===== config.mk =====
export PLATFORM = sky130hd
export DESIGN_NAME = fes_host
export DESIGN_NICKNAME = d
export VERILOG_FILES = /design/src/fes_pkg.sv /design/src/fes_cyc_if.sv /design/src/fes_cyc_engine.sv /design/src/fes_host.sv
export SDC_FILE = /design/constraint.sdc
export NUM_CORES = 1
export LEC_CHECK = 0
export BUFFER_PORTS_ARGS = -buffer_cell sky130_fd_sc_hd__buf_2
export CELL_PAD_IN_SITES_DETAIL_PLACEMENT = 1
export CELL_PAD_IN_SITES_GLOBAL_PLACEMENT = 1
export CORE_ASPECT_RATIO = 1.1
export CORE_MARGIN = 10
export CORE_UTILIZATION = 46
export CTS_BUF_LIST = sky130_fd_sc_hd__clkbuf_2 sky130_fd_sc_hd__clkbuf_4 sky130_fd_sc_hd__clkbuf_8
export DETAILED_ROUTE_END_ITERATION = 8
export PLACE_DENSITY = 0.82
export SETUP_SLACK_MARGIN = 0.5
export SLEW_MARGIN = 30
export SYNTH_ARGS = -nofsm -noshare
export SYNTH_HDL_FRONTEND = slang
export SYNTH_SLANG_ARGS = --single-unit
export TNS_END_PERCENT = 30

===== constraint.sdc =====
create_clock -name ref_clk -period 2.7 [get_ports ref_clk]
set_input_delay 0.54 -clock ref_clk [delete_from_list [all_inputs] [get_ports ref_clk]]
set_output_delay 0.54 -clock ref_clk [all_outputs]
set_load 0.05 [all_outputs]

===== src/fes_pkg.sv =====
// Package with command codes, unlock addresses and timing constants for the erase host
package fes_pkg;
  localparam logic [14:0] FES_UNLOCK_ADDR_A = 15'h5555;
  localparam logic [14:0] FES_UNLOCK_ADDR_B = 15'h2aaa;
  localparam logic [7:0]  FES_CODE_UNLOCK_A = 8'haa;
  localparam logic [7:0]  FES_CODE_UNLOCK_B = 8'h55;
  localparam logic [7:0]  FES_CODE_SETUP    = 8'h80;
  localparam logic [7:0]  FES_CODE_CHIP     = 8'h10;
  localparam logic [7:0]  FES_CODE_SECTOR   = 8'h30;
  localparam logic [7:0]  FES_CODE_RESET    = 8'hf0;
  localparam int          FES_CLK_MHZ       = 100;
  localparam int          FES_WINDOW_US     = 80;
  localparam int          FES_WINDOW_CYC    = FES_WINDOW_US * FES_CLK_MHZ;
  localparam int          FES_PHASE_CYC     = 2;
  localparam int          FES_SECTORS       = 8;
  localparam int          FES_SECT_LSB      = 16;
  localparam logic [3:0]  FES_REG_CTRL      = 4'h0;
  localparam logic [3:0]  FES_REG_SECT      = 4'h1;
  localparam logic [3:0]  FES_REG_STAT      = 4'h2;
  localparam logic [3:0]  FES_REG_DATA      = 4'h3;
  localparam int          FES_DP_BIT        = 7;
  localparam int          FES_TG_BIT        = 6;
  localparam int          FES_TL_BIT        = 5;
  localparam int          FES_EW_BIT        = 3;
endpackage : fes_pkg


===== src/fes_cyc_if.sv =====
// Interface between sequencer and bus cycle engine
`timescale 1ns/100ps
`default_nettype none
interface fes_cyc_if;
  logic        req;
  logic        wr;
  logic [18:0] addr;
  logic [7:0]  wdata;
  logic        done;
  logic [7:0]  rdata;
  modport seq (output req, output wr, output addr, output wdata, input done, input rdata);
  modport eng (input req, input wr, input addr, input wdata, output done, output rdata);
endinterface : fes_cyc_if
`default_nettype wire


===== src/fes_cyc_engine.sv =====
// Bus cycle engine: one write or read cycle on the flash pins per request
`timescale 1ns/100ps
`default_nettype none
module fes_cyc_engine #(
  parameter int PHASE_CYC = fes_pkg::FES_PHASE_CYC
) (
  input  wire logic  ref_clk,
  input  wire logic  rst_b,
  fes_cyc_if.eng     cyc,
  output logic       ce_b,
  output logic       we_b,
  output logic       oe_b,
  output logic [18:0] addr,
  output logic [7:0] dq_out,
  output logic       dq_oe_b,
  input  wire logic [7:0] dq_in
);
  typedef enum logic [2:0] {
    FES_E_IDLE = 3'b001,
    FES_E_LOW  = 3'b010,
    FES_E_HIGH = 3'b100
  } fes_eng_st_t;
  fes_eng_st_t st_q;
  logic [7:0]  cnt_q;
  logic        tick;
  logic        done_q;
  logic [7:0]  rdata_q;
  assign tick      = (cnt_q == 8'(PHASE_CYC - 1));
  assign cyc.done  = done_q;
  assign cyc.rdata = rdata_q;
  always_ff @(posedge ref_clk or negedge rst_b)
  begin
    if (!rst_b)
    begin
      st_q <= FES_E_IDLE; cnt_q <= 8'h00; done_q <= 1'b0;
      rdata_q <= 8'h00; ce_b <= 1'b1; we_b <= 1'b1; oe_b <= 1'b1;
      addr <= 19'h00000; dq_out <= 8'h00; dq_oe_b <= 1'b1;
    end
    else
    begin
      done_q <= 1'b0;
      unique case (st_q)
        FES_E_IDLE:
          if (cyc.req)
          begin
            // Write: strobe low only with output gate high; address set on the same edge as the fall
            addr <= cyc.addr; dq_out <= cyc.wdata;
            dq_oe_b <= !cyc.wr; oe_b <= cyc.wr; ce_b <= 1'b0;
            we_b <= !cyc.wr; cnt_q <= 8'h00; st_q <= FES_E_LOW;
          end
        FES_E_LOW:
          if (tick)
          begin
            // Rising strobe latches the data; read sample taken here
            we_b <= 1'b1; oe_b <= 1'b1; rdata_q <= dq_in;
            cnt_q <= 8'h00; st_q <= FES_E_HIGH;
          end
          else
            cnt_q <= cnt_q + 8'h01;
        FES_E_HIGH:
          if (tick)
          begin
            ce_b <= 1'b1; dq_oe_b <= 1'b1; done_q <= 1'b1; st_q <= FES_E_IDLE;
          end
          else
            cnt_q <= cnt_q + 8'h01;
        default: st_q <= FES_E_IDLE;
      endcase
    end
  end
endmodule : fes_cyc_engine
`default_nettype wire


===== src/fes_host.sv =====
// Host sequencer that drives chip erase, sector erase and status polling on a flash die
`timescale 1ns/100ps
`default_nettype none
module fes_host #(
  parameter int WINDOW_CYC = fes_pkg::FES_WINDOW_CYC,
  parameter int PHASE_CYC  = fes_pkg::FES_PHASE_CYC,
  parameter int SECTORS    = fes_pkg::FES_SECTORS
) (
  input  wire logic        ref_clk,
  input  wire logic        rst_b,
  input  wire logic [3:0]  reg_addr,
  input  wire logic [31:0] reg_wdata,
  input  wire logic        reg_wr,
  input  wire logic        reg_rd,
  output logic [31:0]      reg_rdata,
  output logic             flash_ce_b,
  output logic             flash_we_b,
  output logic             flash_oe_b,
  output logic [18:0]      flash_addr,
  output logic [7:0]       flash_dq_out,
  output logic             flash_dq_oe_b,
  input  wire logic [7:0]  flash_dq_in
);
  typedef enum logic [6:0] {
    FES_S_IDLE  = 7'b0000001,
    FES_S_WRITE = 7'b0000010,
    FES_S_WWAIT = 7'b0000100,
    FES_S_EXTRA = 7'b0001000,
    FES_S_POLL  = 7'b0010000,
    FES_S_PWAIT = 7'b0100000,
    FES_S_DONE  = 7'b1000000
  } fes_st_t;

  fes_cyc_if cyc ();
  fes_cyc_engine #(.PHASE_CYC(PHASE_CYC)) u_eng (
    .ref_clk (ref_clk),
    .rst_b   (rst_b),
    .cyc     (cyc),
    .ce_b    (flash_ce_b),
    .we_b    (flash_we_b),
    .oe_b    (flash_oe_b),
    .addr    (flash_addr),
    .dq_out  (flash_dq_out),
    .dq_oe_b (flash_dq_oe_b),
    .dq_in   (flash_dq_in)
  );

  fes_st_t              st_q;
  logic [2:0]           step_q;
  logic                 chip_q;
  logic                 reset_only_q;
  logic [SECTORS-1:0]   sect_q;
  logic [SECTORS-1:0]   left_q;
  logic [31:0]          win_q;
  logic                 busy_q;
  logic                 done_q;
  logic                 fail_q;
  logic                 late_q;
  logic                 prev_tg_q;
  logic                 first_q;
  logic [7:0]           last_q;
  logic [18:0]          poll_addr_q;
  logic                 req_q;
  logic                 wr_q;
  logic [18:0]          a_q;
  logic [7:0]           d_q;

  // Register decode
  wire ctrl_wr   = reg_wr && (reg_addr == fes_pkg::FES_REG_CTRL);
  wire sect_wr   = reg_wr && (reg_addr == fes_pkg::FES_REG_SECT);
  wire go_chip   = ctrl_wr && reg_wdata[0] && !busy_q;
  wire go_sect   = ctrl_wr && reg_wdata[1] && !busy_q && (sect_q != '0);
  wire go_reset  = ctrl_wr && reg_wdata[2] && !busy_q;
  wire clr_done  = ctrl_wr && reg_wdata[3];
  wire win_exp   = (win_q == 32'(WINDOW_CYC));

  // Lowest pending sector for the next extra window write
  logic [2:0] next_idx;
  always_comb
  begin
    next_idx = 3'h0;
    for (int i = SECTORS - 1; i >= 0; i--)
      if (left_q[i])
        next_idx = 3'(i);
  end
  wire [18:0] sect_addr = 19'(next_idx) << fes_pkg::FES_SECT_LSB;

  // Six-write sequence table
  logic [14:0] seq_a;
  logic [7:0]  seq_d;
  always_comb
  begin
    unique case (step_q)
      3'h0, 3'h3: begin seq_a = fes_pkg::FES_UNLOCK_ADDR_A; seq_d = fes_pkg::FES_CODE_UNLOCK_A; end
      3'h1, 3'h4: begin seq_a = fes_pkg::FES_UNLOCK_ADDR_B; seq_d = fes_pkg::FES_CODE_UNLOCK_B; end
      3'h2:       begin seq_a = fes_pkg::FES_UNLOCK_ADDR_A; seq_d = fes_pkg::FES_CODE_SETUP; end
      default:    begin seq_a = fes_pkg::FES_UNLOCK_ADDR_A;
                        seq_d = chip_q ? fes_pkg::FES_CODE_CHIP : fes_pkg::FES_CODE_SECTOR; end
    endcase
  end

  wire [7:0] rd    = cyc.rdata;
  wire       dp    = rd[fes_pkg::FES_DP_BIT];
  wire       tg    = rd[fes_pkg::FES_TG_BIT];
  wire       tl    = rd[fes_pkg::FES_TL_BIT];

  assign cyc.req   = req_q;
  assign cyc.wr    = wr_q;
  assign cyc.addr  = a_q;
  assign cyc.wdata = d_q;

  always_ff @(posedge ref_clk or negedge rst_b)
  begin
    if (!rst_b)
    begin
      // Device itself wakes in read mode, so no command is sent at reset
      st_q <= FES_S_IDLE; step_q <= 3'h0; chip_q <= 1'b0; reset_only_q <= 1'b0;
      sect_q <= '0; left_q <= '0; win_q <= 32'h0; busy_q <= 1'b0; done_q <= 1'b0;
      fail_q <= 1'b0; late_q <= 1'b0; prev_tg_q <= 1'b0; first_q <= 1'b0;
      last_q <= 8'h00; poll_addr_q <= 19'h00000; req_q <= 1'b0; wr_q <= 1'b0;
      a_q <= 19'h00000; d_q <= 8'h00;
    end
    else
    begin
      req_q <= 1'b0;
      if (sect_wr && !busy_q)
        sect_q <= reg_wdata[SECTORS-1:0];
      if (st_q == FES_S_EXTRA || st_q == FES_S_WRITE || st_q == FES_S_WWAIT)
        win_q <= (win_q == 32'(WINDOW_CYC)) ? win_q : win_q + 32'h1;
      unique case (st_q)
        FES_S_IDLE:
        begin
          if (clr_done) begin done_q <= 1'b0; fail_q <= 1'b0; late_q <= 1'b0; end
          if (go_chip || go_sect || go_reset)
          begin
            busy_q <= 1'b1; done_q <= 1'b0; fail_q <= 1'b0; late_q <= 1'b0;
            chip_q <= go_chip; reset_only_q <= go_reset; step_q <= 3'h0;
            left_q <= sect_q; st_q <= FES_S_WRITE;
          end
        end
        FES_S_WRITE:
        begin
          req_q <= 1'b1; wr_q <= 1'b1;
          if (reset_only_q)
          begin
            a_q <= 19'h00000; d_q <= fes_pkg::FES_CODE_RESET;
          end
          else if (step_q == 3'h5 && !chip_q)
          begin
            a_q <= sect_addr; d_q <= fes_pkg::FES_CODE_SECTOR;
            poll_addr_q <= sect_addr;
            left_q[next_idx] <= 1'b0;
          end
          else
          begin
            a_q <= {4'h0, seq_a}; d_q <= seq_d;
          end
          st_q <= FES_S_WWAIT;
        end
        FES_S_WWAIT:
          if (cyc.done)
          begin
            if (reset_only_q)
            begin
              busy_q <= 1'b0; done_q <= 1'b1; st_q <= FES_S_IDLE;
            end
            else if (step_q != 3'h5)
            begin
              step_q <= step_q + 3'h1; st_q <= FES_S_WRITE;
            end
            else
            begin
              // Window timer restarts when each sector code write cycle reports done
              win_q <= 32'h0; first_q <= 1'b1;
              if (chip_q) poll_addr_q <= 19'h00000;
              st_q <= (chip_q || left_q == '0) ? FES_S_POLL : FES_S_EXTRA;
            end
          end
        FES_S_EXTRA:
          // Next sector code only while window still open, else give up the rest
          if (win_exp)
          begin
            late_q <= (left_q != '0); st_q <= FES_S_POLL;
          end
          else
          begin
            step_q <= 3'h5; st_q <= FES_S_WRITE;
          end
        FES_S_POLL:
        begin
          // Only reads while the device erases; no command that could abort it
          req_q <= 1'b1; wr_q <= 1'b0; a_q <= poll_addr_q;
          st_q <= FES_S_PWAIT;
        end
        FES_S_PWAIT:
          if (cyc.done)
          begin
            last_q <= rd; first_q <= 1'b0; prev_tg_q <= tg;
            if (dp || (!first_q && tg == prev_tg_q))
              st_q <= FES_S_DONE;
            else if (tl)
            begin
              // Device stays stuck until the reset command
              fail_q <= 1'b1; busy_q <= 1'b0; st_q <= FES_S_IDLE;
            end
            else
              st_q <= FES_S_POLL;
          end
        FES_S_DONE:
          // Bits below the polling bit may lag, so one more read is taken
          if (!req_q && !cyc.done && !wr_q && first_q)
            st_q <= FES_S_DONE;
          else
          begin
            req_q <= 1'b1; wr_q <= 1'b0; a_q <= poll_addr_q; first_q <= 1'b1;
            st_q <= FES_S_DONE;
            if (cyc.done && first_q)
            begin
              last_q <= rd; busy_q <= 1'b0; done_q <= 1'b1; first_q <= 1'b0;
              req_q <= 1'b0; st_q <= FES_S_IDLE;
            end
            else if (first_q)
              req_q <= 1'b0;
          end
        default: st_q <= FES_S_IDLE;
      endcase
    end
  end

  // Read port: data one cycle after the strobe
  logic [31:0] rmux;
  always_comb
  begin
    rmux = 32'h0;
    unique case (reg_addr)
      fes_pkg::FES_REG_SECT: rmux = 32'(sect_q);
      fes_pkg::FES_REG_STAT: rmux = {27'h0, (st_q == FES_S_EXTRA), late_q, fail_q, done_q, busy_q};
      fes_pkg::FES_REG_DATA: rmux = {24'h0, last_q};
      default:               rmux = 32'h0;
    endcase
  end
  always_ff @(posedge ref_clk or negedge rst_b)
  begin
    if (!rst_b)
      reg_rdata <= 32'h0;
    else
      reg_rdata <= reg_rd ? rmux : 32'h0;
  end
endmodule : fes_host
`default_nettype wire


==> results of run 1 <==
==> cell type report <==
class                   instances  area [um^2]
fillers                      1703         6802
multi-input cells             494         3442
flip-flops and latches        133         3346
repair buffers                111        703.2
well taps                     196        245.2
clock buffers                  17        234.0
clock inverters                15        181.4
inverters                      27        101.3
==> per-stage QoR <==
step	total power, W	instance area (um^2)	instances
after global placement	0.004631	7481	934
final	0.006822	8253	993
after CTS	0.006601	7988	974
after global routing	0.007156	8253	993
after floorplan	0.004222	7136	717
after detailed placement	0.004738	7481	934
==> metal layers <==
metal,track usage,vias to the layer above,share of wire
met5,0,-,0
met4,0.06002,0,0.024
met3,0.03823,37,0.044
met2,0.3256,136,0.52
met1,0.2176,2935,0.41
li1,-,2620,-
==> power breakdown <==
part,total (W),switching [W],internal [W],leakage (nW)
Sequential,0.00271,0.000373,0.00234,1.72
Clock,0.00177,0.000854,0.000917,0.195
Combinational,0.00234,0.00148,0.000852,1.82
==> cells in the mapped netlist (all sizes together), types with 2 or more instances <==
master / count
nand3: 18
ha: 9
clkbuf: 20
o22ai: 6
a22o: 2
a22oi: 5
nor4: 9
a31oi: 4
or3: 17
dfstp: 6
o211ai: 5
nand4b: 4
nor3: 14
nand4: 17
inv: 27
dfrtp: 127
xor2: 14
o31ai: 9
xnor2: 10
mux2i: 9
nand2b: 5
nand2: 44
mux2: 49
a211oi: 2
o21a: 4
nand3b: 6
a2111oi: 2
a2bb2oi: 2
o32a: 2
nor4bb: 2
or4b: 2
a21oi: 35
and2: 2
nor2: 63
or2: 3
o21ai: 47
nor3b: 2
and3: 8
nor2b: 3
a21o: 2
nor4b: 6
buf: 44
or4: 10
==> state kept, by name, indices dropped and copies added, names as in the netlist, 3 cells and up <==
register,count
win_q,32
u_eng.dq_out,6
u_eng.cyc.rdata,8
cyc.wdata,6
reg_rdata,8
u_eng.st_q,3
u_eng.addr,5
u_eng.cnt_q,8
st_q,7
sect_q,8
poll_addr_q,3
left_q,8
a_q,5
last_q,8
step_q,3
==> path summary, 6_finish.rpt <==
path | end | cells after the start | slack, ps | startpoint
hold / removal | sect_q[4] | 2 | 320 | reg_wdata[4]
min in group asynchronous | u_eng.dq_out[4] | 2 | 490 | rst_b
max in group asynchronous | win_q[4] | 3 | 1380 | rst_b
hold reg to reg | u_eng.oe_b | 2 | 480 | u_eng.oe_b
setup / recovery | win_q[10] | 8 | 350 | st_q[1]
setup reg to reg | win_q[10] | 8 | 350 | st_q[1]
==> logic make-up after synthesis <==
| group | after synthesis | share of synthesized area |
|---|---|---|
| AO/OA/AOI/OAI | 137 | 0.1228 |
| adder cells (fa/ha/maj) | 9 | 0.01599 |
| multiplexers | 58 | 0.09543 |
| other | 1 | 0.0005326 |
| XOR/XNOR | 24 | 0.02986 |
| AND/OR/NAND/NOR | 240 | 0.1900 |
| flip-flops | 133 | 0.4738 |
| buffers and inverters | 91 | 0.07162 |
==> what timing repair did <==
item	CTS	global route
pin swaps	2	10
endpoints found under the setup margin	49	84
hold buffers	1	0
cloned	1	1
resized for setup	6	30
buffers inserted	6	18
hold endpoints to repair	11	0
==> summary.md, run 1 <==
The number of clock buffers added by TritonCTS is 17. Once routing completed, OpenROAD measured the worst setup slack at 348.7 ps. The H-tree generated during clock tree synthesis spans 4 levels. The clock passes through at most 2 buffers. The run gives 6,112 as the number of global-route vias before repair.

After synthesis, the cell types taking the most area are sky130_fd_sc_hd__dfrtp_1 45%, sky130_fd_sc_hd__mux2_2 6.1%, sky130_fd_sc_hd__buf_4 4.4%, sky130_fd_sc_hd__nor2_1 3.3%, sky130_fd_sc_hd__o21ai_0 3.2%. The repair_antennas step left the layout with diodes totalling 0. The largest single stage delay on the critical path is 550 ps. The number of pins with negative max-slew slack in the final report is 0.

After routing, the total negative slack on setup checks comes to 0 ps. The run gives 20,090 um as the routed wire length. The average instance area after synthesis was 10.16 um^2. For the initial core utilization, the log shows 0.4677.

Setup violations remaining at the end of the flow were counted as 0. The run gives 0.4712 mV as the maximum vdd ir drop. The run gives 0 as the total number of yosys warnings. The tools report the root buffer cell as sky130_fd_sc_hd__clkbuf_8. Traced cell by cell, the critical path runs through buf_4, buf_4, or3b_2, o21ai_4, buf_6, nand4b_1, or3_1, a21oi_1. Counting flops with a built-in enable in the synthesized netlist gives 0.

In this run, distinct cell masters in the synthesized netlist total 75. The run gives 342 as the DRC marker count from the first detailed-route iteration. The largest individual stage delay along the critical path comes from the cell sky130_fd_sc_hd__or3b_2. Counting flops and latches in the post-synthesis netlist gives 133. For the maximum clock frequency, the log shows 425.3 MHz. The tools report the number of antenna violations at the first check in global routing as 0.

Row generation in the floorplan step produced 47 rows. The I/O pin count is 111, and the async set-or-reset flop fraction in the synthesized netlist is 1.000. The normalized max-slew margin came out at 0.4894.

The leakage power came out at 3.739 nW. The synthesized netlist occupies a cell area of 7041 um^2. The routed wirelength normalized by instance count works out to 20.23 um. STA classifies the critical path startpoint as a register. Relative to the synthesized area, the layout overhead comes to 17.22%. The leading cell type in the layout, fill and taps excluded was sky130_fd_sc_hd__dfrtp_1. The final standard cell utilization of the core is 0.5482.

Hold timing on the final database bottoms out at a slack of 316.6 ps. At the pin with the least slew margin, the transition time is 759.0 ps. The run gives 0 as the total DRC errors in the routed layout. The share of the cycle needed by the critical path after routing was 0.8709; the full die area was 20,660 um^2.

Critical path start-end classification: register to register. The number of buffers added on ports works out to 61. The logs give 5,728 for the detailed-route via count and 450 ps for the source-to-sink clock delay at the later pin of the worst-skew pair. Of all nets on the critical path, the largest fanout is 7.

Detailed placement ended at an HPWL of 13,100 um. The total congestion overflow is 0. Entering global routing, the biggest net connects 79 pins. The first global-routing pass estimated 30,830 um of wire.

The pre-CTS setup slack was 238.2 ps; the sink count of the clock tree was 133. Setup repair after global routing could not meet its margin everywhere. The proportion of synthesized chip area in sequential cells is 0.4738, and the global-route total usage across every layer is 0.1847. The worst endpoint data arrival time was 2730 ps.

In this run the remaining antenna-violating nets after routing total 0. Dividing the detail-routed via count by the number of cells gives 5.768. The core region is 15,050 um^2. Share of Yosys cell area claimed by the top area cell type: 0.4514. After technology mapping, the gate count stands at 693.

The number of violations of the max-capacitance limit was 0. TritonCTS built the clock tree. The number of buffers and inverters on the critical path is 3.

The flow ran to the end, and the final reports show no timing, DRC or antenna violations. The width of the die is 138.0 um, and the number of nets in the final layout is 841. After clock tree synthesis, the clock-pin slew on the worst setup and hold paths is 80 ps.

For this design the ratio of total power to cell area is 826.6 nW/um^2. In this design, the critical path's most frequently occurring cell is sky130_fd_sc_hd__buf_4. The most frequently used flop master after synthesis was sky130_fd_sc_hd__dfrtp_1. Hold violation count in the final report: 0. Grouping stages by cell kind, the critical path spends the most delay in simple AND/OR/NAND/NOR gates.

Measured along the y axis, the die boundary spans 149.8 um. Across the routed clock network, the largest skew measured is 14.05 ps. The tools report the global placement routability congestion as 0.8959.

In the layout the commonest cells are 119 x sky130_fd_sc_hd__dfrtp_1, 61 x sky130_fd_sc_hd__nor2_1, 61 x sky130_fd_sc_hd__buf_2. The sort of element at the end of the critical path is a register. The final critical delay including setup and external delays was 2351 ps.

The tightest min-delay check is of the primary input to register type. The fraction of final layout cells sized beyond drive strength 1 is 0.2974. The detailed-routing iteration count for the pre-antenna-repair pass is 4, and the required time at the worst-slack endpoint is 3080 ps.

Summed over all instances, the cell type with the most area after synthesis is sky130_fd_sc_hd__dfrtp_1.
Note: power is estimated with default switching activity, not from simulation.
==> inputs of run 2 (changes only) <==
Settings changed: ABC_AREA from default to 1, CORE_UTILIZATION 46 to 43, PLACE_DENSITY 0.82 to 0.81.
==> run 2 against run 1 <==
Net effect: sequential power about the same; worst setup slack improved by 260 ps; critical endpoint is now left_q[7]; largest power group unchanged; global-route usage decreased by 0.77 points.
==> summary.md, run 2 <==
The placed wire-length estimate came out at 15,200 um. The core region is 17,610 um^2. The critical path contains buffers and inverters numbering 5 combined. Buffers inserted to repair hold after CTS numbered 0.

After global routing the overflow that remains totals 0. Once the clock tree was built, the setup fixing pass inserted 0 buffers. Across the routed clock network, the largest skew measured is 10.44 ps. The congestion estimate from routability-driven global placement came to 0.8763. The number of global-route vias before repair is 7,071, and the fraction of final layout cells sized beyond drive strength 1 is 0.1431. The normalized max-slew margin is 0.5494.

The width of the die works out to 147.3 um. The full die area was 23,570 um^2; the path length in cells of the critical path was 15. The leakage power is 4.364 nW.

Floorplan row count: 51. 0 antenna diodes ended up in the layout. The end point of the critical path is left_q[7]. The floorplan step set the die height to 160.0 um. Setup violations remaining at the end of the flow were counted as 0.

The count of nets left with antenna violations once routing finished came out at 0. The netlist uses 44 different library cells. The cell area after synthesis was 7665 um^2; the routed wire length was 20,190 um.

Counting flops with a built-in enable in the synthesized netlist gives 0. The design draws 0.006984 W. For the worst-skew pair, the clock arrives at the later sink with an insertion delay of 460 ps. For the worst flop-to-flop path, the logic depth is 15. The pre-antenna-repair detailed-routing pass consisted of 4 iterations.

The share of the cycle needed by the critical path after routing was 0.7737. The average instance area after synthesis came out at 7.463 um^2. The flow ran to the end, and the final reports show no timing, DRC or antenna violations.

The tools report the root buffer cell as sky130_fd_sc_hd__clkbuf_8. Tracing the worst setup path back leads to its startpoint at step_q[1]. The clock passes through at most 2 buffers. The net count of the finished layout is 1,134.

The number of storage elements in the synthesis netlist works out to 133. Setup repair after global routing could not meet its margin everywhere. The worst stage delay on the critical path is 430 ps.

Sort of element at the end of the critical path: a register. The tools report the part of the power in the clock network as 0.250. The number of pins with negative max-slew slack in the final report is 0, and the H-tree level count is 4. The global-route wire length before repair was 34,370 um; the number of violations of the max-capacitance limit was 0.

After detailed routing, the average wire length per cell comes to 15.20 um. For the pin with the worst max-slew slack, the measured transition is 674.3 ps. The share of Yosys cell area claimed by the top area cell type was 0.4146; the ratio of routed vias to standard cells was 4.975. The clock transition at the registers of the reported paths was 80 ps. The portion of total power attributed to sequential cells is 0.386. The I/O pin count is 111, and the initial core utilization is 0.4352. Across all register-to-register paths, the minimum setup slack is 610 ps. TritonCTS built the clock tree.

The global-route total usage across every layer is 0.1770. The cell type of the slowest stage on the worst timing path is sky130_fd_sc_hd__dfrtp_1. The flip-flop count of the largest register, all copies and words added works out to 32. The detailed-route via count came out at 6,607.

The worst setup path is launched from a register. Across the VDD grid, the largest voltage drop is 0.4003 mV. The cell repeated most along the worst path was sky130_fd_sc_hd__nand2_1. Fill cells in the final layout number 2,292.

The worst register-to-register path ends at left_q[7]. The total DRC errors in the routed layout was 0; the worst endpoint data arrival time was 2440 ps. The top cell types in the final layout, fill and taps aside, are 308 x sky130_fd_sc_hd__nand2_1, 138 x sky130_fd_sc_hd__inv_1, 127 x sky130_fd_sc_hd__dfrtp_1. The layout overhead on the synthesized area was 9.794%. The tools report the hold violation count in the final report as 0. Switching power share of the total: 0.4408. sky130_fd_sc_hd__dfrtp_1 takes more of the synthesized area than any other cell. The run gives 0 as the total number of yosys warnings. The critical path's top delay family is simple AND/OR/NAND/NOR gates. The final critical delay including setup and external delays is 2089 ps, and the number of antenna violations at the first check in global routing is 0.

For this run, the top clock speed supported by timing is 478.7 MHz. The tools report the switching component of the power as 0.003078 W. The proportion of synthesized chip area in sequential cells is 0.4352, and the gate count of the mapped netlist is 1,027. For the pin count of the biggest net entering global routing, the log shows 52.

The most common cell in the synthesized netlist is sky130_fd_sc_hd__nand2_1. Cell internal power was estimated by the tool at 0.003905 W. The critical path start-end classification was register to register. The tools report the DRC marker count from the first detailed-route iteration as 260. Walking the worst path, the cells encountered are inv_1, ha_1, nand2_1, inv_1, nand2_1, inv_1, nand2_1, nand2_1, o21ai_0, inv_1, nand2_1, inv_2, nand2_1, nand2_1, nand2_1. At the worst endpoint, the required time is 3050 ps.

The register with the most flip-flops in the final layout is win_q. By area the synthesized netlist is led by sky130_fd_sc_hd__dfrtp_1 41%, sky130_fd_sc_hd__nand2_1 15%, sky130_fd_sc_hd__inv_1 6.8%, sky130_fd_sc_hd__nor2_1 4.8%, sky130_fd_sc_hd__buf_4 4.2%. Among all flip-flop cells after synthesis, the most frequent one is sky130_fd_sc_hd__dfrtp_1. Counting every sink on the clock net gives 133. By count the netlist is led by 308 x sky130_fd_sc_hd__nand2_1, 138 x sky130_fd_sc_hd__inv_1, 127 x sky130_fd_sc_hd__dfrtp_1.

The min-delay analysis places its worst path in the category primary input to async pin. The leading cell type in the layout, fill and taps excluded is sky130_fd_sc_hd__nand2_1. The final setup TNS was 0 ps.

The number of gates resized after CTS came out at 0. Buffers placed on the I/O ports in this run total 61. For this design the ratio of total power to cell area is 829.8 nW/um^2. In this run the critical register-to-register path is launched from step_q[1].

For the number of buffers inserted during clock tree synthesis, the log shows 17. The async set-or-reset flop fraction in the synthesized netlist is 1.000, and the largest fanout on the critical path is 6. The relative contribution of combinational cells to total power came out at 0.364.
[run 2: power by group through the flow]
stage	combinational (W)	sequential [W]	clock, W
floorplan	0.00179	0.00289	0
global placement	0.00248	0.00271	0
detailed placement	0.00255	0.00273	0
CTS	0.00256	0.00270	0.00179
global route	0.00285	0.00275	0.00187
finish	0.00254	0.00270	0.00174
[run 2: final cells by class]
class                           instances  area [um^2]  area share
Inverter                              148        560.5     0.06661
Clock buffer                           19        261.5     0.03107
Clock inverter                         13        145.1     0.01725
Tap cell                              238        297.8     0.03539
Timing Repair Buffer                   63        351.6     0.04178
Multi-Input combinational cell        714         3463      0.4115
Sequential cell                       133         3336      0.3964
[run 2: cell families (layout without fill, tap and decap cells)]
kind of cell,Yosys count,in the layout,share of synthesized area
and+or+nand+nor,524,524,0.2973
muxes,11,11,0.01616
other,1,25,0.0004892
AOI/OAI and AO/OA,129,129,0.09191
adders and majority gates,9,9,0.01469
buffers and inverters,204,243,0.1260
xor gates and xnor gates,16,16,0.01828
DFF,133,133,0.4352
[run 2: metrics by stage]
| step | utilization | instances | hold slack, ps | instance area (um^2) | setup slack [ps] |
|---|---|---|---|---|---|
| finish | 0.4778 | 1328 | 16.33 | 8416 | 611.1 |
| global route | 0.4778 | 1328 | 35.46 | 8416 | 450.7 |
| CTS | 0.4771 | 1328 | 13.71 | 8403 | 569.4 |
| floorplan | - | 1051 | 244.4 | 7755 | 995.2 |
| global placement | 0.4540 | 1296 | 453.2 | 7996 | 561.2 |
| detailed placement | 0.4540 | 1296 | 454.3 | 7996 | 483.4 |
[run 2: how the worst min path moves through the flow]
stage | start | endpoint | slack (ps) | cells after the start
after floorplan | rst_b | a_q[13] | 240 | 0
after global placement | u_eng.we_b | u_eng.we_b | 450 | 2
after detailed placement | u_eng.ce_b | u_eng.ce_b | 450 | 2
after CTS | rst_b | win_q[1] | 10 | 1
after global routing | rst_b | win_q[10] | 40 | 1
final | rst_b | win_q[10] | 20 | 1
[run 2: per-layer routing]
metal	up-vias	routed length, um	GRT usage	share of wire
met3	31	637	0.03335	0.032
met4	0	501	0.07169	0.025
met2	89	10460	0.3175	0.52
met1	3222	8588	0.2010	0.43
li1	3265	-	-	-
met5	-	0	0	0
